===== config.mk =====
export PLATFORM = sky130hd
export DESIGN_NAME = asp_ctrl
export DESIGN_NICKNAME = d
export VERILOG_FILES = /design/src/asp_slot.v /design/src/asp_ctrl.v
export VERILOG_INCLUDE_DIRS = /design/src
export SDC_FILE = /design/constraint.sdc
export NUM_CORES = 1
export LEC_CHECK = 0
export CAP_MARGIN = 20
export CORE_UTILIZATION = 53
export DETAILED_ROUTE_END_ITERATION = 8
export DONT_BUFFER_PORTS = 1
export GPL_TIMING_DRIVEN = 0
export PLACE_DENSITY = 0.75
export SYNTH_ARGS = -nofsm -noshare
export SYNTH_HDL_FRONTEND = slang
export SYNTH_SLANG_ARGS = --single-unit

===== constraint.sdc =====
create_clock -name clock -period 3.5 [get_ports clock]
set_input_delay 0.175 -clock clock [delete_from_list [all_inputs] [get_ports clock]]
set_output_delay 0.175 -clock clock [all_outputs]
set_load 0.005 [all_outputs]

===== src/asp_regs.vh =====
// Overview of operation
// [RULE_01] pin register 31:8 holds destination, resets zero
// [RULE_02] pin bit 0 enables pin; 7:1 reserved
// [RULE_03] dropped flag bit 24, cleared by read
// [RULE_04] width code 17:16, left aligned, reset 1
// [RULE_05] code 1: 16 bits, MSB first
// [RULE_06] code 3: 32 bits, MSB first
// [RULE_07] bits 15:8 set samples per packet
// [RULE_08] zero count: end packet on register access; code ends it only on pin or general control access
// [RULE_09] bit 1 selects internal calibration reference
// [RULE_10] consumer discards one sample on cal change
// [RULE_11] bit 0 enables converter, resets zero
// [RULE_12] pin registers read-only while converter enabled
// [RULE_13] software configures pins with converter disabled
// [RULE_14] six calibration pulses after enable, no packets
// [RULE_15] seventh pulse onward delivers samples
// [RULE_16] flag drop when sample not forwarded in time
`ifndef ASP_REGS_VH
`define ASP_REGS_VH

// ****************************************
// register byte offsets
// ****************************************
`define ASP_OFF_PIN7 8'h1c
`define ASP_OFF_GCTL 8'h20
`define ASP_OFF_STAT 8'h24
`define ASP_OFF_MASK 8'h28

// ****************************************
// field positions
// ****************************************
`define ASP_PIN_EN_BIT 0
`define ASP_PIN_DEST_LSB 8
`define ASP_GC_EN_BIT 0
`define ASP_GC_CAL_BIT 1
`define ASP_GC_SPP_LSB 8
`define ASP_GC_WID_LSB 16
`define ASP_GC_DROP_BIT 24
`define ASP_ST_DROP_BIT 0
`define ASP_ST_PKT_BIT 1
`define ASP_ST_CAL_BIT 2

// ****************************************
// reset values and codes
// ****************************************
`define ASP_DEST_RST 24'h000000
`define ASP_SPP_RST 8'h01
`define ASP_WID_RST 2'h1
`define ASP_DROP_RST 1'b1
`define ASP_WID_8 2'h0
`define ASP_WID_16 2'h1
`define ASP_WID_32 2'h3
`define ASP_CAL_PULSES 3'h6
`define ASP_NUM_PINS 8

`endif


===== src/asp_slot.v =====
`include "asp_regs.vh"

// one sample holding slot and packet bookkeeping for a single pin
module asp_slot (
  input wire clock,
  input wire rstn,
  input wire load,
  input wire [11:0] din,
  input wire take,
  input wire end_done,
  input wire close_req,
  output reg pending,
  output reg [11:0] data,
  output reg open,
  output reg close,
  output reg [7:0] cnt,
  output wire drop
);

  // ****************************************
  // overrun detect
  // ****************************************
  // [RULE_16] overrun flags drop
  assign drop = load & pending & ~take;

  // ****************************************
  // slot state
  // ****************************************
  // pending set wins over take, open tracks packet
  always @(posedge clock or negedge rstn) begin
    if (!rstn) begin
      pending <= 1'b0;
      data <= 12'h000;
      open <= 1'b0;
      close <= 1'b0;
      cnt <= 8'h00;
    end else begin
      // new sample overwrites any unsent one
      if (load) begin
        data <= din;
      end
      pending <= load | (pending & ~take);
      // sample leaves: packet open, count it
      if (take) begin
        open <= 1'b1;
        cnt <= cnt + 8'h01;
      end else if (end_done) begin
        open <= 1'b0;
        cnt <= 8'h00;
      end
      // close request only meaningful on an open packet
      close <= (close_req & (open | take)) | (close & ~end_done & open);
    end
  end

endmodule // asp_slot


===== src/asp_ctrl.v =====
// The APB register port was chosen for this implementation.
`include "asp_regs.vh"

// converter sample packet controller: apb registers, gating, byte stream out
module asp_ctrl (
  input wire clock,
  input wire rstn,
  // apb slave
  input wire psel,
  input wire penable,
  input wire pwrite,
  input wire [7:0] paddr,
  input wire [31:0] pwdata,
  output wire pready,
  output reg [31:0] prdata,
  output wire pslverr,
  // converter side
  input wire conv_trigger,
  input wire sample_valid,
  input wire [2:0] sample_pin,
  input wire [11:0] sample_data,
  output wire conv_enable,
  output wire conv_cal_ref,
  output wire conv_start,
  // channel end byte stream
  output wire tx_valid,
  output reg [7:0] tx_data,
  output wire tx_end,
  output reg [23:0] tx_dest,
  input wire tx_ready,
  // interrupt
  output wire irq
);

  // ****************************************
  // fsm states
  // ****************************************
  localparam ST_IDLE = 2'h0;
  localparam ST_BYTE = 2'h1;
  localparam ST_END = 2'h2;

  // ****************************************
  // declarations
  // ****************************************
  reg [23:0] dest_r [0:7]; // per pin destination
  reg [7:0] pin_en_r; // per pin enable
  reg en_r; // converter enable
  reg cal_r; // calibration reference select
  reg [7:0] spp_r; // samples per packet
  reg [1:0] wid_r; // sample width code
  reg drop_r; // dropped sample flag
  reg [2:0] stat_r; // sticky events
  reg [2:0] mask_r; // interrupt mask
  reg [2:0] cal_cnt_r; // calibration pulses seen
  reg [1:0] state_r; // serializer state
  reg [2:0] sel_r; // pin being served
  reg [31:0] shift_r; // outgoing word
  reg [1:0] left_r; // bytes left minus one
  reg [1:0] state_nxt;
  reg [7:0] take_v; // slot consumed this cycle
  reg [7:0] end_v; // packet end sent this cycle
  reg [2:0] pick_idx; // chosen pin
  reg pick_close; // chosen for close
  reg pick_any; // something to serve
  reg [31:0] fmt_word; // formatted sample
  reg [1:0] fmt_left; // its byte count minus one
  reg [31:0] rd_mux; // read data mux
  reg rd_ok; // address mapped
  integer i; // loop index, combinational pick only
  integer j; // loop index, register reset only
  wire [7:0] pend_w;
  wire [7:0] open_w;
  wire [7:0] close_w;
  wire [7:0] drop_w;
  wire [7:0] cnt_w [0:7];
  wire [11:0] data_w [0:7];
  wire [7:0] load_w;
  wire [7:0] close_req_w;
  wire setup;
  wire access;
  wire wr;
  wire rd;
  wire pin_hit;
  wire ctl_hit;
  wire any_drop;
  wire cal_done;
  wire pkt_done;
  wire [2:0] ev;

  // ****************************************
  // apb decode
  // ****************************************
  // zero wait states, error on unmapped
  assign pready = 1'b1;
  assign setup = psel & ~penable;
  assign access = psel & penable;
  assign wr = access & pwrite & rd_ok;
  assign rd = access & ~pwrite & rd_ok;
  assign pslverr = access & ~rd_ok;
  assign pin_hit = (paddr <= `ASP_OFF_PIN7) & (paddr[1:0] == 2'h0);
  assign ctl_hit = pin_hit | (paddr == `ASP_OFF_GCTL);

  // read mux and address check
  always @* begin
    rd_mux = 32'h00000000;
    rd_ok = 1'b1;
    if (pin_hit) begin
      // [RULE_02] reserved bits zero
      rd_mux = {dest_r[paddr[4:2]], 7'h00, pin_en_r[paddr[4:2]]};
    end else if (paddr == `ASP_OFF_GCTL) begin
      rd_mux = {7'h00, drop_r, 6'h00, wid_r, spp_r, 6'h00, cal_r, en_r};
    end else if (paddr == `ASP_OFF_STAT) begin
      rd_mux = {29'h0, stat_r};
    end else if (paddr == `ASP_OFF_MASK) begin
      rd_mux = {29'h0, mask_r};
    end else begin
      rd_ok = 1'b0;
    end
  end

  // read data captured in setup so it is a flop at access
  always @(posedge clock or negedge rstn) begin
    if (!rstn) begin
      prdata <= 32'h00000000;
    end else if (setup) begin
      prdata <= rd_mux;
    end
  end

  // ****************************************
  // register writes
  // ****************************************
  // per pin and general control storage
  always @(posedge clock or negedge rstn) begin
    if (!rstn) begin
      for (j = 0; j < `ASP_NUM_PINS; j = j + 1) begin
        dest_r[j] <= `ASP_DEST_RST;
      end
      pin_en_r <= 8'h00;
      en_r <= 1'b0;
      cal_r <= 1'b0;
      spp_r <= `ASP_SPP_RST;
      wid_r <= `ASP_WID_RST;
      mask_r <= 3'h0;
    end else if (wr) begin
      // [RULE_12] locked while enabled
      if (pin_hit & ~en_r) begin
        // [RULE_01] destination field
        dest_r[paddr[4:2]] <= pwdata[31:`ASP_PIN_DEST_LSB];
        // [RULE_02] pin enable bit
        pin_en_r[paddr[4:2]] <= pwdata[`ASP_PIN_EN_BIT];
      end
      if (paddr == `ASP_OFF_GCTL) begin
        // [RULE_11] converter enable
        en_r <= pwdata[`ASP_GC_EN_BIT];
        // [RULE_09] calibration reference
        cal_r <= pwdata[`ASP_GC_CAL_BIT];
        // [RULE_07] packet length
        spp_r <= pwdata[`ASP_GC_SPP_LSB+7:`ASP_GC_SPP_LSB];
        // [RULE_04] width code
        wid_r <= pwdata[`ASP_GC_WID_LSB+1:`ASP_GC_WID_LSB];
      end
      if (paddr == `ASP_OFF_MASK) begin
        mask_r <= pwdata[2:0];
      end
    end
  end

  // ****************************************
  // converter control
  // ****************************************
  assign conv_enable = en_r;
  assign conv_cal_ref = cal_r;
  assign conv_start = conv_trigger & en_r;
  assign cal_done = conv_start & (cal_cnt_r == `ASP_CAL_PULSES - 3'h1);

  // counts startup pulses after each rising enable
  always @(posedge clock or negedge rstn) begin
    if (!rstn) begin
      cal_cnt_r <= 3'h0;
    end else begin
      // [RULE_14] zero while off, so 0 to 1 restarts
      // a stale full count would pass a sample in the first enabled cycle
      if (~en_r) begin
        cal_cnt_r <= 3'h0;
      end else if (conv_start & (cal_cnt_r != `ASP_CAL_PULSES)) begin
        cal_cnt_r <= cal_cnt_r + 3'h1;
      end
    end
  end

  // ****************************************
  // sample slots
  // ****************************************
  // [RULE_15] deliver after six pulses
  assign load_w = (sample_valid & en_r & (cal_cnt_r == `ASP_CAL_PULSES)) ?
                  (pin_en_r & (8'h01 << sample_pin)) : 8'h00;
  // [RULE_08] pin or general control access ends endless packets
  assign close_req_w = (access & ctl_hit & (spp_r == 8'h00)) ? 8'hff : 8'h00;

  genvar g;
  generate
    for (g = 0; g < `ASP_NUM_PINS; g = g + 1) begin : g_slot
      asp_slot u_slot (
        .clock(clock),
        .rstn(rstn),
        .load(load_w[g]),
        .din(sample_data),
        .take(take_v[g]),
        .end_done(end_v[g]),
        .close_req(close_req_w[g]),
        .pending(pend_w[g]),
        .data(data_w[g]),
        .open(open_w[g]),
        .close(close_w[g]),
        .cnt(cnt_w[g]),
        .drop(drop_w[g])
      );
    end
  endgenerate

  // ****************************************
  // pick and format
  // ****************************************
  // lowest pin first, closes before samples
  always @* begin
    pick_idx = 3'h0;
    pick_close = 1'b0;
    pick_any = 1'b0;
    for (i = `ASP_NUM_PINS - 1; i >= 0; i = i - 1) begin
      if (pend_w[i]) begin
        pick_idx = i[2:0];
        pick_any = 1'b1;
      end
    end
    for (i = `ASP_NUM_PINS - 1; i >= 0; i = i - 1) begin
      if (close_w[i] & open_w[i]) begin
        pick_idx = i[2:0];
        pick_close = 1'b1;
        pick_any = 1'b1;
      end
    end
  end

  // left aligned sample, msb byte first
  always @* begin
    case (wid_r)
      // [RULE_04] drop low four bits
      `ASP_WID_8: begin
        fmt_word = {data_w[pick_idx][11:4], 24'h000000};
        fmt_left = 2'h0;
      end
      // [RULE_06] pad twenty zeros
      `ASP_WID_32: begin
        fmt_word = {data_w[pick_idx], 20'h00000};
        fmt_left = 2'h3;
      end
      // [RULE_05] pad four zeros
      default: begin
        fmt_word = {data_w[pick_idx], 4'h0, 16'h0000};
        fmt_left = 2'h1;
      end
    endcase
  end

  // ****************************************
  // serializer
  // ****************************************
  assign tx_valid = (state_r == ST_BYTE) | (state_r == ST_END);
  assign tx_end = (state_r == ST_END);
  assign pkt_done = tx_end & tx_ready;

  // next state and slot strobes
  always @* begin
    state_nxt = state_r;
    take_v = 8'h00;
    end_v = 8'h00;
    case (state_r)
      ST_IDLE: begin
        if (pick_any & pick_close) begin
          state_nxt = ST_END;
        end else if (pick_any) begin
          take_v = 8'h01 << pick_idx;
          state_nxt = ST_BYTE;
        end
      end
      ST_BYTE: begin
        if (tx_ready & (left_r == 2'h0)) begin
          // [RULE_07] end after spp samples
          if ((spp_r != 8'h00) & (cnt_w[sel_r] >= spp_r)) begin
            state_nxt = ST_END;
          end else begin
            state_nxt = ST_IDLE;
          end
        end
      end
      ST_END: begin
        if (tx_ready) begin
          end_v = 8'h01 << sel_r;
          state_nxt = ST_IDLE;
        end
      end
      default: begin
        state_nxt = ST_IDLE;
      end
    endcase
  end

  // shift register and output data flops
  always @(posedge clock or negedge rstn) begin
    if (!rstn) begin
      state_r <= ST_IDLE;
      sel_r <= 3'h0;
      shift_r <= 32'h00000000;
      left_r <= 2'h0;
      tx_data <= 8'h00;
      tx_dest <= 24'h000000;
    end else begin
      state_r <= state_nxt;
      if ((state_r == ST_IDLE) & pick_any) begin
        sel_r <= pick_idx;
        tx_dest <= dest_r[pick_idx];
        if (pick_close) begin
          tx_data <= 8'h00;
        end else begin
          tx_data <= fmt_word[31:24];
          shift_r <= {fmt_word[23:0], 8'h00};
          left_r <= fmt_left;
        end
      end else if ((state_r == ST_BYTE) & tx_ready) begin
        tx_data <= shift_r[31:24];
        shift_r <= {shift_r[23:0], 8'h00};
        left_r <= left_r - 2'h1;
      end
    end
  end

  // ****************************************
  // drop flag and interrupts
  // ****************************************
  assign any_drop = |drop_w;
  assign ev = {cal_done, pkt_done, any_drop};
  assign irq = |(stat_r & mask_r);

  // sticky flags, set wins over clear
  always @(posedge clock or negedge rstn) begin
    if (!rstn) begin
      drop_r <= `ASP_DROP_RST;
      stat_r <= 3'h0;
    end else begin
      // [RULE_16] hold drop indication
      // [RULE_03] read of general control clears
      drop_r <= any_drop | (drop_r & ~(rd & (paddr == `ASP_OFF_GCTL)));
      if (wr & (paddr == `ASP_OFF_STAT)) begin
        stat_r <= ev | (stat_r & ~pwdata[2:0]);
      end else begin
        stat_r <= ev | stat_r;
      end
    end
  end

endmodule // asp_ctrl


=== Word-level counts from Yosys, hierarchy flattened ===
Cells that the tools add are included.

* Register bits after elaboration: 509
* Input bits: 63
* Output and inout bits: 72
* Logic and storage cells: 388

* Add/sub/neg operators: 10
* $lt $le $gt $ge: 8
* Equality and inequality tests: 14
* Shift operators: 3
* Muxes and demuxes: 127
* Bitwise gates (word level): 138
* Reductions and logical operators: 24

{| class="wikitable"
|+ Operator list
! operator !! count
|-
| 8-bit two-way mux || 28
|-
| 192-bit bitwise mux || 1
|-
| 24-bit binary-select mux with 3-bit select || 2
|-
| 24-bit two-way mux || 6
|-
| 32-bit two-way mux || 4
|-
| 1-bit AND || 81
|-
| 24-bit demux with 3-bit select || 1
|-
| 8-bit by 1-bit adder with 8-bit output, second input constant || 8
|-
| 3-bit two-way mux || 21
|-
| 1-bit two-way mux || 46
|-
| 12-bit binary-select mux with 3-bit select || 1
|-
| 1-bit OR || 27
|-
| 25-bit two-way mux || 1
|-
| 8-bit binary-select mux with 3-bit select || 1
|-
| 8-bit by 6-bit == test with 1-bit output, second input constant || 3
|-
| 12-bit two-way mux || 2
|-
| 1-bit by 3-bit left shift with 8-bit output, first input constant || 3
|-
| 1-bit NOT || 21
|-
| 2-bit nonzero test || 9
|-
| 2-bit two-way mux || 8
|-
| 4-bit >= comparator, second input constant || 3
|-
| 3-bit NOT with 4-bit output || 3
|-
| 8-bit AND || 1
|-
| 8-bit bitwise mux || 1
|-
| other kinds (28) || 42
|}

=== Logic depth before layout (Yosys ltp) ===
Gate-level depths: netlist of the first run.

* Depth after elaboration: 25
* Mapped depth: 12
* Gate-level depth less buffers: 10

=== Cells and area by module ===
Synthesis of the first run repeated with hierarchy kept, for this count alone.

* Cell total of the unflattened synthesis: 1964
* Area total of the unflattened synthesis: 24235.7 µm²

{| class="wikitable"
|+ Modules (own cells, without submodules)
! module !! times used !! cells each !! area each (µm²) !! seq. area each (µm²)
|-
| asp_ctrl || 1 || 1316 || 16374.5 || 7310.8
|-
| asp_slot (g_slot[0].u_slot ...) || 7 || 81 || 983.4 || 575.6
|-
| asp_slot (g_slot[7].u_slot) || 1 || 81 || 977.2 || 575.6
|}

=== Least setup slack after synthesis of the first run ===
No wires, ideal clock.

* Kind: flip-flop to flip-flop
* Start point: reg sel_r[0]
* End point: reg state_r[1]
* Library setup time: 0.140 ns
* Data arrival time: 2.731 ns
* Slack: 0.629 ns
* Stages on the path, launching flop included: 9
* Clock period less this slack: 2.871 ns
* Cells stage by stage: dfrtp_1 buf_1 mux4_2 mux2_2 ha_1 or4_1 nand4_1 a21o_1 a31oi_1

* Word-level cells in the longest chain between the ends: 9

{| class="wikitable"
|+ Ends and longest elaborated chain
! item !! line !! source
|-
| from (decl) || asp_ctrl.v:56 || <nowiki>reg [2:0] sel_r;</nowiki>
|-
| from (signal assigned) || asp_ctrl.v:321 || <nowiki>sel_r <= pick_idx;</nowiki>
|-
| 3-bit NOT with 4-bit output (implied by the code) || asp_ctrl.v:290 || <nowiki>if ((spp_r != 8'h00) & (cnt_w[sel_r] >= spp_r)) begin</nowiki>
|-
| 8-bit binary-select mux with 3-bit select || asp_ctrl.v:290 ||
|-
| 8-bit two-way mux (implied by the code) (2 in a row) || asp_ctrl.v:290 ||
|-
| 8-bit >= comparator || asp_ctrl.v:290 ||
|-
| 1-bit AND || asp_ctrl.v:290 ||
|-
| 2-bit two-way mux || asp_ctrl.v:290 ||
|-
| 2-bit two-way mux || asp_ctrl.v:288 || <nowiki>if (tx_ready & (left_r == 2'h0)) begin</nowiki>
|-
| 2-bit case mux with 3 select lines || asp_ctrl.v:278 || <nowiki>case (state_r)</nowiki>
|-
| to (signal assigned) || asp_ctrl.v:319 || <nowiki>state_r <= state_nxt;</nowiki>
|-
| to (decl) || asp_ctrl.v:55 || <nowiki>reg [1:0] state_r;</nowiki>
|}

Every way passes these cells. The select of a mux whose other input is x is not followed.
A chain may end at the register's enable or synchronous reset.

=== Final worst setup path of the first run ===
* Start point: reg g_slot[1].u_slot.pending
* End point: reg tx_dest[17]

* Word-level cells in the longest chain between the ends: 14
* Elaborated cells between the ends (all ways): 25
* Those cells by class: 23 x mux; 2 x bitwise

{| class="wikitable"
|+ Ends and longest elaborated chain
! item !! line !! source
|-
| from (decl) || asp_slot.v:12 || <nowiki>output reg pending,</nowiki>
|-
| from (signal assigned) || asp_slot.v:42 || <nowiki>pending <= load | (pending & ~take);</nowiki>
|-
| 3-bit two-way mux (2 in a row) || asp_ctrl.v:231 || <nowiki>if (pend_w[i]) begin</nowiki>
|-
| 3-bit two-way mux (8 in a row) || asp_ctrl.v:237 || <nowiki>if (close_w[i] & open_w[i]) begin</nowiki>
|-
| 3-bit NOT with 4-bit output (implied by the code) || asp_ctrl.v:322 || <nowiki>tx_dest <= dest_r[pick_idx];</nowiki>
|-
| 24-bit binary-select mux with 3-bit select || asp_ctrl.v:322 ||
|-
| 24-bit two-way mux (implied by the code) (2 in a row) || asp_ctrl.v:322 ||
|-
| to (signal assigned) || asp_ctrl.v:322 ||
|-
| to (decl) || asp_ctrl.v:29 || <nowiki>output reg [23:0] tx_dest,</nowiki>
|}

Several ways; a longest one is shown, not always the timed one. The select of a mux whose other input is x is not followed.

==> results of run 1 <==
## cell type report
cell class / instances / area [sq um]
Antenna cell: 3 / 7.51
Tap cell: 592 / 741
Buffer: 106 / 509
Clock buffer: 74 / 1500
Fill cell: 3472 / 17400
Clock inverter: 18 / 264
Inverter: 23 / 86.3
Multi-Input combinational cell: 1326 / 11400
Timing Repair Buffer: 50 / 499
Sequential cell: 476 / 11900
## flip-flops by register name, summed over array words and instances, names as in the netlist, 3 cells and up
name                   flops
cal_cnt_r                  3
dest_r                   192
g_slot.u_slot.close        8
g_slot.u_slot.cnt         64
g_slot.u_slot.data        96
g_slot.u_slot.open         8
g_slot.u_slot.pending      8
mask_r                     3
pin_en_r                   8
prdata                    27
sel_r                      3
shift_r                    4
spp_r                      8
stat_r                     3
tx_data                    8
tx_dest                   24
## synthesized netlist by cell type (5+ instances only)
cell / n
sky130_fd_sc_hd__mux4_2: 66
sky130_fd_sc_hd__nand2b_1: 7
sky130_fd_sc_hd__mux2_2: 321
sky130_fd_sc_hd__nor3b_1: 5
sky130_fd_sc_hd__a21o_1: 10
sky130_fd_sc_hd__inv_1: 23
sky130_fd_sc_hd__a311oi_1: 6
sky130_fd_sc_hd__mux2i_1: 198
sky130_fd_sc_hd__nand2_1: 156
sky130_fd_sc_hd__nand4_1: 6
sky130_fd_sc_hd__o21ai_0: 118
sky130_fd_sc_hd__a221oi_1: 7
sky130_fd_sc_hd__buf_4: 15
sky130_fd_sc_hd__a21oi_1: 34
sky130_fd_sc_hd__clkbuf_1: 52
sky130_fd_sc_hd__nor4_1: 7
sky130_fd_sc_hd__o21ai_1: 8
sky130_fd_sc_hd__o22ai_1: 27
sky130_fd_sc_hd__buf_2: 30
sky130_fd_sc_hd__buf_1: 8
sky130_fd_sc_hd__a221o_1: 29
sky130_fd_sc_hd__and3_1: 42
sky130_fd_sc_hd__ha_1: 23
sky130_fd_sc_hd__nand3b_1: 6
sky130_fd_sc_hd__nor2_1: 60
sky130_fd_sc_hd__nor2b_1: 11
sky130_fd_sc_hd__nor3_1: 34
sky130_fd_sc_hd__o31ai_1: 16
sky130_fd_sc_hd__dfrtp_1: 473
sky130_fd_sc_hd__nand3_1: 44
## power breakdown
part	switching, mW	internal [mW]	leakage (nW)
Combinational	3.88	2.02	5.68
Clock	2.29	3.35	0.867
Sequential	0.545	5.95	6.47
Total	6.72	11.3	13.0
## cells by family after synthesis
family | after synthesis | share of synthesized area [%]
multiplexers | 585 | 29.7
flip-flops | 476 | 49.9
AND/OR/NAND/NOR | 401 | 8.09
AO/OA/AOI/OAI | 308 | 8.57
buffers and inverters | 129 | 2.45
adder cells (fa/ha/maj) | 23 | 1.20
XOR/XNOR | 3 | 0.110
other | 2 | 0.0314
## timing repair
action | 4_1_cts | 5_1_grt
resized for setup | 0 | 7
endpoints found under the hold margin | 790 | 476
setup endpoints to repair | 0 | 7
setup buffers | 0 | 0
## stage by stage
step           setup WS (ns)  area, sq um  util [%]
2_1_floorplan          0.629        23900         -
3_3_place_gp          -0.391        24600      55.6
3_5_place_dp           0.107        24700      55.6
4_1_cts               0.0697        26900      60.7
5_1_grt               0.0126        26900      60.8
6_report               0.163        26900      60.8
## layer usage
| layer | up-vias | wire, um | track usage (%) |
|---|---|---|---|
| met5 | - | 34 | 0 |
| met4 | 6 | 2790 | 13.2 |
| met3 | 204 | 6390 | 8.07 |
| met2 | 815 | 32900 | 49.1 |
| met1 | 8911 | 27200 | 38.4 |
| li1 | 7438 | - | - |
## worst paths after layout
kind,start,endpoint,slack (ns),cells after the start
worst max-delay path,g_slot[1].u_slot.pending,tx_dest[17],0.16,9
worst min-delay path,rstn,g_slot[4].u_slot.cnt[4],-0.69,0
worst max register to register,g_slot[1].u_slot.pending,tx_dest[17],0.16,9
worst min register to register,g_slot[6].u_slot.cnt[7],g_slot[6].u_slot.cnt[7],0.49,1
max in group asynchronous,rstn,g_slot[0].u_slot.close,3.25,0
min in group clock,sample_pin[2],g_slot[7].u_slot.data[1],0.04,2
==> metrics.json, run 1 <==
{
  "worst_setup_path": {
    "setup.worst_path.start_class": "flip-flop",
    "path_cells": "nor4_1 > nand2_1 > o21ai_1 > a211oi_2 > buf_6 > nand2_1 > buf_2 > o22ai_1 > a221o_1",
    "cp_top_family": "simple AND/OR/NAND/NOR gates",
    "timing.critical_path.arrival_ns": 3.83,
    "crit_top_cell": "sky130_fd_sc_hd__nand2_1",
    "worst_setup_path_end_kind": "flip-flop",
    "cp_num_buf_inv": 2,
    "cp_slowest_cell": "sky130_fd_sc_hd__nor4_1",
    "cp_slowest_stage_delay_ns": 0.56,
    "criticalPathCategory": "reg2reg",
    "critical_path_peak_fanout": 10,
    "worstPathRequired_ns": 3.99
  },
  "synthesis": {
    "synthDominantCellAreaShare_pct": 49.6,
    "ys.warnings.count": 0,
    "synth-seq-area-share_pct": 49.9,
    "synth_seq_cells": 476,
    "syn-mean-instance-area_sq_um": 12.4,
    "synth_top_flop_cell": "sky130_fd_sc_hd__dfrtp_1",
    "synthesis.area_sq_um": 23900,
    "synth.area.top_cells": "sky130_fd_sc_hd__dfrtp_1 50%, sky130_fd_sc_hd__mux2_2 15%, sky130_fd_sc_hd__mux2i_1 8.3%",
    "syn-instance-count": 1927,
    "async_reset_ff_share_pct": 100,
    "netlist.top_cell.by_area": "sky130_fd_sc_hd__dfrtp_1",
    "synth-edff-count": 0,
    "synthDistinctLibCells": 73
  },
  "min_path": {
    "hp-class": "in2async"
  },
  "clocking": {
    "clkSlewWorstSetupHoldPaths_ns": 0.06,
    "cts_tree": "done",
    "postCtsHoldBufs": 48,
    "cts_htree_levels": 2,
    "cts_inserted_buffers": 50,
    "cts_max_path_buffers": 3,
    "clock-root-buffer": "sky130_fd_sc_hd__clkbuf_16",
    "tritoncts_num_sinks": 476,
    "clkLatencyLatePin_ns": 0.62
  },
  "routing": {
    "route.vias.total": 17374,
    "via_per_inst": 6.51,
    "drcViolationCount": 0,
    "firstDrtPassIters": 7,
    "drt_iter0_drc": 1838,
    "post_drt_wl_per_cell_um": 26.0,
    "detail_route.wirelength_um": 69300,
    "ant_nets": 0
  },
  "sta": {
    "timing.final.crit_share_pct": 95.3,
    "post-route-min-period_ns": 3.34,
    "fmax_mhz": 300,
    "setup_viol_count_final": 0,
    "final.setup_skew_ns": 0.0370,
    "holdWs_ns": -0.689,
    "hold_fails_final_rpt": 474,
    "fin_setup_tns_ns": 0,
    "slew_headroom_pct": 19.8,
    "worst_pin_slew_ns": 1.20,
    "finalMaxSlewViolations": 0,
    "grt_setup_unrepaired": "no"
  },
  "placement": {
    "portBuffers": 0,
    "placedCellCount": 2524,
    "gpl.final_weighted_congestion": 0.950,
    "dp.final_hpwl_um": 46400
  },
  "grt": {
    "antenna_found_initial": 6,
    "grt.total_usage_pct": 30.3,
    "grt_pass1_vias": 17978,
    "global_route_wire_length_before_repair_um": 107000,
    "grt_max_degree": 477,
    "global_route_congestion_overflow_total": 0
  },
  "cells_and_area": {
    "design.final.nets": 2119,
    "highest_count_cells_in_the_layout_ignoring_fill_and_taps": "473 x sky130_fd_sc_hd__dfrtp_1, 321 x sky130_fd_sc_hd__mux2_2, 198 x sky130_fd_sc_hd__mux2i_1",
    "layout-area-overhead-vs-synth_pct": 12.7,
    "final_layout_size_suffix_gt1_share_pct": 26.2,
    "layoutNonFillerInstCount": 2668,
    "most_common_cell_after_layout_fill_and_taps_aside": "sky130_fd_sc_hd__dfrtp_1"
  },
  "power_and_ir_drop": {
    "worst_ir_drop_vdd_mv": 0.478,
    "leakagePower_nw": 13.0,
    "total_power_consumption_mw": 18.0,
    "pwr_per_cell_area_nw_per_um2": 670
  },
  "die": {
    "die-height_um": 214,
    "core_area_sq_um": 44300,
    "start_util_pct": 53.9,
    "placementRows": 77,
    "floorplan.io_pins": 135,
    "die_width_um": 214,
    "floorplan.die_area_sq_um": 45900
  },
  "run_status": {
    "run_status": "finished, violations left",
    "violations": "negative hold slack"
  },
  "job": {
    "max_cap_viol_count": 0
  }
}
No activity file was read; power rests on OpenSTA's default activity.
==> run 2: changes to the inputs <==
==> constraint.sdc (replaced) <==
create_clock -name clock -period 3.3 [get_ports clock]
set_input_delay 0.165 -clock clock [delete_from_list [all_inputs] [get_ports clock]]
set_output_delay 0.165 -clock clock [all_outputs]
set_load 0.005 [all_outputs]
==> run 2 against run 1 <==
  * The flow finishes with violations (negative hold slack, negative setup slack)
  * Combinational power grew 6.5%
  * Non-clock buffer count shrank 1
  * Clock power grew 5.8%
  * Die area is the same
  * Setup slack lost 0.17 ns
  * Largest cell class unchanged
==> metrics.json, run 2 (synthesis results as in run 1) <==
{
  "run_status": {
    "run_status": "finished, violations left",
    "violations": "negative hold slack, negative setup slack"
  },
  "clocking": {
    "post-cts-setup-buffer-count": {"value": 0, "change": "unchanged"},
    "cts_htree_levels": {"value": 2, "change": "unchanged"},
    "clkLatencyLatePin": {"value": 0.62, "unit": "ns", "change": "about the same"},
    "tritoncts_num_sinks": {"value": 476, "change": "unchanged"},
    "postCtsHoldBufs": {"value": 48, "change": "unchanged"},
    "clock-root-buffer": "sky130_fd_sc_hd__clkbuf_16",
    "clkSlewWorstSetupHoldPaths": {"value": 0.06, "unit": "ns", "change": "about the same"},
    "cts_tree": "done",
    "cts_inserted_buffers": {"value": 50, "change": "unchanged"},
    "cts_max_path_buffers": {"value": 3, "change": "unchanged"}
  },
  "die": {
    "die_width": {"value": 214, "unit": "um", "change": "unchanged"},
    "core_area": {"value": 44300, "unit": "sq um", "change": "unchanged"},
    "die-height": {"value": 214, "unit": "um", "change": "unchanged"},
    "floorplan.io_pins": {"value": 135, "change": "unchanged"},
    "start_util": {"value": 53.9, "unit": "%", "change": "unchanged"},
    "placementRows": {"value": 77, "change": "unchanged"},
    "floorplan.die_area": {"value": 45900, "unit": "sq um", "change": "unchanged"}
  },
  "routing": {
    "via_per_inst": {"value": 6.48, "change": "-0.52%"},
    "route.vias.total": {"value": 17278, "change": "-0.55%"},
    "firstDrtPassIters": {"value": 5, "change": "-2"},
    "ant_nets": {"value": 0, "change": "unchanged"},
    "drt_iter0_drc": {"value": 1886, "change": "+2.6%"},
    "drcViolationCount": {"value": 0, "change": "unchanged"},
    "post_drt_wl_per_cell": {"value": 25.9, "unit": "um", "change": "-0.14%"},
    "detail_route.wirelength": {"value": 69100, "unit": "um", "change": "-0.18%"}
  },
  "placement": {
    "dp.final_hpwl": {"value": 46400, "unit": "um", "change": "unchanged"},
    "post_dp_cell_area": {"value": 24700, "unit": "sq um", "change": "unchanged"},
    "portBuffers": {"value": 0, "change": "unchanged"},
    "gpl.final_weighted_congestion": {"value": 0.950, "change": "unchanged"},
    "placedCellCount": {"value": 2524, "change": "unchanged"}
  },
  "job": {
    "max_cap_viol_count": {"value": 0, "change": "unchanged"}
  },
  "grt": {
    "antenna_found_initial": {"value": 6, "change": "unchanged"},
    "grt_max_degree": {"value": 477, "change": "unchanged"},
    "grt_pass1_vias": {"value": 17985, "change": "+0.039%"},
    "global_route_congestion_overflow_total": {"value": 0, "change": "unchanged"},
    "global_route_wire_length_before_repair": {"value": 107000, "unit": "um", "change": "about the same"},
    "grt.total_usage": {"value": 30.3, "unit": "%", "change": "about the same"}
  },
  "worst_setup_path": {
    "critical_path_peak_fanout": {"value": 10, "change": "unchanged"},
    "rrSetupSlack": {"value": -0.008, "unit": "ns", "change": "-0.17 ns"},
    "criticalPathCategory": "reg2reg",
    "timing.critical_path.arrival": {"value": 3.82, "unit": "ns", "change": "about the same"},
    "setup.worst_path.start_class": "flip-flop",
    "worst_setup_path_end_kind": "flip-flop",
    "cp_slowest_stage_delay": {"value": 0.68, "unit": "ns", "change": "+0.12 ns"},
    "worst_r2r_path_depth": {"value": 7, "change": "-2"},
    "path_cells": "nor4_2 > nor2_1 > nor4_2 > o21ai_1 > nor2_1 > nand2_1 > o21ai_0",
    "worstPathRequired": {"value": 3.81, "unit": "ns", "change": "-0.18 ns"},
    "cp_slowest_cell": "sky130_fd_sc_hd__nor4_2"
  },
  "cells_and_area": {
    "largest_register_ffs": {"value": 192, "change": "unchanged"},
    "design.final.nets": {"value": 2118, "change": "-0.047%"},
    "final_layout_size_suffix_gt1_share": {"value": 26.6, "unit": "%", "change": "+0.40 points"},
    "layoutNonFillerInstCount": {"value": 2667, "change": "-0.037%"},
    "largest_registers": "dest_r (192), g_slot.u_slot.data (96), g_slot.u_slot.cnt (64)",
    "layout-area-overhead-vs-synth_pct": 12.8,
    "most_common_cell_after_layout_fill_and_taps_aside": "sky130_fd_sc_hd__dfrtp_1",
    "highest_count_cells_in_the_layout_ignoring_fill_and_taps": "473 x sky130_fd_sc_hd__dfrtp_1, 321 x sky130_fd_sc_hd__mux2_2, 198 x sky130_fd_sc_hd__mux2i_1",
    "regMostFlops": "dest_r",
    "final_cell_area": {"value": 27000, "unit": "sq um", "change": "+0.10%"}
  },
  "power_and_ir_drop": {
    "pwr_per_cell_area": {"value": 710, "unit": "nW/um^2", "change": "+6.0%"},
    "worst_ir_drop_vdd": {"value": 0.505, "unit": "mV", "change": "+5.5%"},
    "leakagePower": {"value": 13.0, "unit": "nW", "change": "+0.11%"},
    "total_power_consumption": {"value": 19.1, "unit": "mW", "change": "+6.1%"}
  },
  "sta": {
    "hold_fails_final_rpt": {"value": 476, "change": "+0.42%"},
    "worst_pin_slew": {"value": 1.32, "unit": "ns", "change": "+0.114 ns"},
    "holdWs": {"value": -0.693, "unit": "ns", "change": "-0.00353 ns"},
    "finalMaxSlewViolations": {"value": 0, "change": "unchanged"},
    "grt_setup_unrepaired": "yes",
    "final.setup_skew": {"value": 0.0335, "unit": "ns", "change": "-0.00350 ns"},
    "post-route-min-period": {"value": 3.31, "unit": "ns", "change": "-0.0288 ns"},
    "timing.final.crit_share": {"value": 100, "unit": "%", "change": "+4.9 points"},
    "timing.final.ws_setup": {"value": -0.00768, "unit": "ns", "change": "-0.171 ns"},
    "fmax": {"value": 302, "unit": "MHz", "change": "+0.87%"},
    "setup_viol_count_final": {"value": 1, "change": "+1"},
    "slew_headroom": {"value": 12.2, "unit": "%", "change": "-7.6 points"}
  },
  "min_path": {
    "hp-class": "in2async"
  }
}
-- run 2: what timing repair did --
| item | CTS | global route |
|---|---|---|
| endpoints found under the hold margin | 790 | 476 |
| setup endpoints to repair | 21 | 29 |
| gates cloned | 0 | 0 |
| resized for setup | 4 | 17 |
-- run 2: path summary, 6_finish.rpt --
kind                                     startpoint                        to
setup reg to reg           g_slot[5].u_slot.pending   g_slot[0].u_slot.cnt[5]
hold / removal                                 rstn   g_slot[5].u_slot.cnt[3]
hold reg to reg             g_slot[1].u_slot.cnt[7]   g_slot[1].u_slot.cnt[7]
max in group asynchronous                      rstn               dest_r[176]
min in group clock                    sample_pin[2]  g_slot[7].u_slot.data[1]
setup / recovery           g_slot[5].u_slot.pending   g_slot[0].u_slot.cnt[5]
-- run 2: worst max-delay path: cells and delay by family (launching register included) --
kind / cells / cell delay, ns
AOI/OAI and AO/OA: 2 / 0.72
DFF: 1 / 0.46
and+or+nand+nor: 5 / 2.02
-- run 2: report_power, final --
group	internal [mW]	switching [mW]	leakage, nW	total [mW]
sequential	6.31	0.582	6.47	6.89
combinational	2.15	4.11	5.70	6.27
clock	3.56	2.43	0.867	5.98
-- run 2: metrics by stage --
step	hold slack (ns)	setup TNS (ns)	setup slack [ns]	util, %
after global placement	-0.0956	-7.20	-0.591	55.6
final	-0.693	-0.00768	-0.00768	60.8
after CTS	-0.731	0	0.0318	60.7
after floorplan	-0.131	0	0.429	-
after detailed placement	-0.0951	-0.395	-0.0928	55.6
after global routing	-0.717	-0.448	-0.0656	60.8
-- run 2: layer usage --
metal  share of wire (%)  vias to the layer above  global-route usage [%]
met3                 9.2                      208                    8.09
li1                    -                     7418                       -
met5               0.049                        -                       0
met4                 4.2                        6                    13.2
met1                  39                     8867                    38.4
met2                  48                      779                    49.1
-- run 2: layout make-up --
class	count	area, sq um
tap	592	741
sequential	476	11900
multi-input combinational	1326	11400
buffer	106	520
antenna	3	7.51
inverter	23	86.3
clock inverter	18	264
timing repair buffer	49	492
clock buffer	74	1500
fill	3462	17400
==> run 3: changes to the inputs <==
--- a/config.mk
+++ b/config.mk
@@ -8,10 +8,12 @@
 export LEC_CHECK = 0
 export CAP_MARGIN = 20
 export CORE_UTILIZATION = 53
+export CTS_BUF_LIST = sky130_fd_sc_hd__clkbuf_4
 export DETAILED_ROUTE_END_ITERATION = 8
 export DONT_BUFFER_PORTS = 1
 export GPL_TIMING_DRIVEN = 0
 export PLACE_DENSITY = 0.75
+export SETUP_SLACK_MARGIN = 0.4
 export SYNTH_ARGS = -nofsm -noshare
 export SYNTH_HDL_FRONTEND = slang
 export SYNTH_SLANG_ARGS = --single-unit
==> run 3 against run 2 <==
  * The flow finishes with violations (negative hold slack, max-slew violations)
  * Clock power decreased by 21%
  * Cell area increased by 0.83%
  * Count of clock-buffer cells in the layout increased by 99
  * Non-clock buffer count increased by 36
  * Critical endpoint is now tx_dest[17]
  * Largest power group unchanged
==> metrics.json, run 3 (synthesis results as in run 1) <==
{
  "sta": {
    "final.setup_skew": {"value": 0.0819, "unit": "ns", "change": "+0.0484 ns"},
    "hold_fails_final_rpt": {"value": 474, "change": "-0.42%"},
    "post-route-min-period": {"value": 2.95, "unit": "ns", "change": "-0.360 ns"},
    "holdWs": {"value": -0.961, "unit": "ns", "change": "-0.268 ns"},
    "timing.final.ws_setup": {"value": 0.352, "unit": "ns", "change": "+0.360 ns"},
    "timing.final.crit_share": {"value": 89.3, "unit": "%", "change": "-11 points"},
    "grt_setup_unrepaired": "yes",
    "slew_headroom": {"value": -75.9, "unit": "%", "change": "-88 points"},
    "worst_pin_slew": {"value": 2.64, "unit": "ns", "change": "+1.32 ns"},
    "setup_viol_count_final": {"value": 0, "change": "-1"},
    "finalMaxSlewViolations": {"value": 315, "change": "+315"},
    "fmax": {"value": 339, "unit": "MHz", "change": "+12%"}
  },
  "cells_and_area": {
    "final_layout_size_suffix_gt1_share": {"value": 31.7, "unit": "%", "change": "+5.1 points"},
    "most_common_cell_after_layout_fill_and_taps_aside": "sky130_fd_sc_hd__dfrtp_1",
    "highest_count_cells_in_the_layout_ignoring_fill_and_taps": "471 x sky130_fd_sc_hd__dfrtp_1, 321 x sky130_fd_sc_hd__mux2_2, 197 x sky130_fd_sc_hd__mux2i_1",
    "finish.utilization": {"value": 61.3, "unit": "%", "change": "+0.51 points"},
    "largest_register_ffs": {"value": 192, "change": "unchanged"},
    "design.final.nets": {"value": 2223, "change": "+5.0%"},
    "layout-area-overhead-vs-synth_pct": 13.8,
    "largest_registers": "dest_r (192), g_slot.u_slot.data (96), g_slot.u_slot.cnt (64)",
    "regMostFlops": "dest_r"
  },
  "placement": {
    "dp.final_hpwl": {"value": 46400, "unit": "um", "change": "unchanged"},
    "portBuffers": {"value": 0, "change": "unchanged"},
    "pre_cts_slack": {"value": -0.0928, "unit": "ns", "change": "unchanged"},
    "gpl.final_weighted_congestion": {"value": 0.950, "change": "unchanged"}
  },
  "routing": {
    "drcViolationCount": {"value": 0, "change": "unchanged"},
    "drt-met1-wl": {"value": 27100, "unit": "um", "change": "+0.44%"},
    "met3_length": {"value": 6810, "unit": "um", "change": "+6.9%"},
    "route.vias.total": {"value": 17816, "change": "+3.1%"},
    "wl_met2": {"value": 33300, "unit": "um", "change": "+1.3%"},
    "via_per_inst": {"value": 6.35, "change": "-2.0%"},
    "firstDrtPassIters": {"value": 7, "change": "+2"},
    "post_drt_wl_per_cell": {"value": 24.8, "unit": "um", "change": "-4.4%"},
    "highest_layer": "met5",
    "detail_route.wirelength": {"value": 69600, "unit": "um", "change": "+0.63%"},
    "ant_nets": {"value": 0, "change": "unchanged"},
    "drt_iter0_drc": {"value": 1713, "change": "-9.2%"}
  },
  "clocking": {
    "tritoncts_num_sinks": {"value": 476, "change": "unchanged"},
    "cts_htree_levels": {"value": 3, "change": "+1"},
    "clkSlewWorstSetupHoldPaths": {"value": 0.06, "unit": "ns", "change": "about the same"},
    "clock-root-buffer": "sky130_fd_sc_hd__clkbuf_4",
    "cts_max_path_buffers": {"value": 3, "change": "unchanged"},
    "cts_inserted_buffers": {"value": 119, "change": "+140%"},
    "postCtsHoldBufs": {"value": 78, "change": "+63%"},
    "cts_tree": "done",
    "clkLatencyLatePin": {"value": 0.92, "unit": "ns", "change": "+0.30 ns"}
  },
  "worst_setup_path": {
    "worst_setup_path_end_kind": "flip-flop",
    "cp_slowest_cell": "sky130_fd_sc_hd__dfrtp_1",
    "critical_path_peak_fanout": {"value": 10, "change": "unchanged"},
    "cp_slowest_stage_delay": {"value": 0.43, "unit": "ns", "change": "-0.25 ns"},
    "timing.critical_path.arrival": {"value": 3.70, "unit": "ns", "change": "-0.12 ns"},
    "worst_r2r_path_depth": {"value": 9, "change": "+2"},
    "criticalPathCategory": "reg2reg",
    "path_cells": "a22oi_1 > nand4_1 > o21ai_4 > a211oi_4 > buf_6 > nand2_2 > buf_4 > o22ai_1 > a221o_1",
    "reg2reg_from": "g_slot[3].u_slot.open",
    "rrSetupSlack": {"value": 0.35, "unit": "ns", "change": "+0.36 ns"},
    "critical_path.reg2reg.endpoint": "tx_dest[17]",
    "worstPathRequired": {"value": 4.05, "unit": "ns", "change": "+0.24 ns"},
    "setup.worst_path.start_class": "flip-flop"
  },
  "min_path": {
    "hp-class": "in2async"
  },
  "grt": {
    "grt_pass1_vias": {"value": 18567, "change": "+3.2%"},
    "grt.total_usage": {"value": 30.5, "unit": "%", "change": "+0.24 points"},
    "grt_max_degree": {"value": 477, "change": "unchanged"},
    "global_route_wire_length_before_repair": {"value": 107000, "unit": "um", "change": "+0.69%"},
    "antenna_found_initial": {"value": 5, "change": "-1"},
    "global_route_congestion_overflow_total": {"value": 0, "change": "unchanged"}
  },
  "die": {
    "die-height": {"value": 214, "unit": "um", "change": "unchanged"},
    "floorplan.die_area": {"value": 45900, "unit": "sq um", "change": "unchanged"},
    "die_width": {"value": 214, "unit": "um", "change": "unchanged"},
    "placementRows": {"value": 77, "change": "unchanged"},
    "core_area": {"value": 44300, "unit": "sq um", "change": "unchanged"},
    "floorplan.io_pins": {"value": 135, "change": "unchanged"},
    "start_util": {"value": 53.9, "unit": "%", "change": "unchanged"}
  },
  "power_and_ir_drop": {
    "worst_ir_drop_vdd": {"value": 0.413, "unit": "mV", "change": "-18%"},
    "pwr_per_cell_area": {"value": 672, "unit": "nW/um^2", "change": "-5.4%"},
    "leakagePower": {"value": 13.2, "unit": "nW", "change": "+1.4%"}
  },
  "run_status": {
    "run_status": "finished, violations left",
    "violations": "negative hold slack, max-slew violations"
  },
  "job": {
    "max_cap_viol_count": {"value": 0, "change": "unchanged"}
  }
}
==> run 3: cell types whose count changed in the layout (fill, tap and decap cells not counted), sizes merged, moves of 5 or more <==
cell / previous run / this run
buf: 46 / 58
bufinv: 5 / 0
clkbuf: 135 / 227
clkinv: 10 / 18
dlygate4sd3: 48 / 78
==> run 3: final cells by class <==
type / count / area, sq um
diodes: 4 / 10.0
well taps: 592 / 741
clock buffers: 173 / 1300
inverters: 23 / 86.3
fillers: 3511 / 17100
repair buffers: 85 / 837
plain buffers: 106 / 586
multi-input cells: 1326 / 11600
clock inverters: 21 / 93.8
flip-flops and latches: 476 / 11900
==> run 3: per-layer routing <==
metal	global-route usage, %	up-vias
met5	0	-
met4	12.1	4
met3	9.73	176
met2	49.5	872
met1	38.0	9056
li1	-	7708
==> run 3: report_power, final <==
group          switching, mW  leakage (nW)  internal, mW
Clock                   2.37         0.838          2.37
Sequential             0.595          6.47          6.31
Combinational           4.25          5.91          2.37
==> run 3: worst max path at each step <==
stage | startpoint | endpoint | slack (ns) | cells after the start
final | g_slot[3].u_slot.open | tx_dest[17] | 0.35 | 9
after global routing | g_slot[3].u_slot.open | stat_r[0] | 0.29 | 9
after CTS | g_slot[1].u_slot.pending | g_slot[4].u_slot.cnt[4] | 0.37 | 9
after detailed placement | g_slot[4].u_slot.pending | tx_dest[13] | -0.09 | 7
after global placement | g_slot[1].u_slot.pending | tx_dest[16] | -0.59 | 7
after floorplan | sel_r[0] | state_r[1] | 0.43 | 8
==> run 3: per-stage QoR <==
step	instances	instance area [sq um]	TNS [ns]	total power, mW	hold WS (ns)
6_report	2806	27200	0	18.3	-0.961
3_5_place_dp	2524	24700	-0.395	12.9	-0.0951
4_1_cts	2799	27000	0	18.0	-1.06
5_1_grt	2806	27200	0	19.0	-1.07
3_3_place_gp	2523	24600	-7.20	12.7	-0.0956
2_1_floorplan	1931	23900	0	10.8	-0.131
==> run 3: timing repair <==
item | in CTS | in global routing
setup buffers | 3 | 3
resized for setup | 49 | 57
endpoints found under the setup margin | 92 | 233
endpoints found under the hold margin | 851 | 476
pin swaps | 1 | 3
==> run 3: worst max-delay path: cells and delay by family, from the launching register on <==
| kind | cells | cell delay, ns |
|---|---|---|
| AO/OA/AOI/OAI | 5 | 1.28 |
| buffers and inverters | 2 | 0.48 |
| flip-flops | 1 | 0.43 |
| AND/OR/NAND/NOR | 2 | 0.62 |
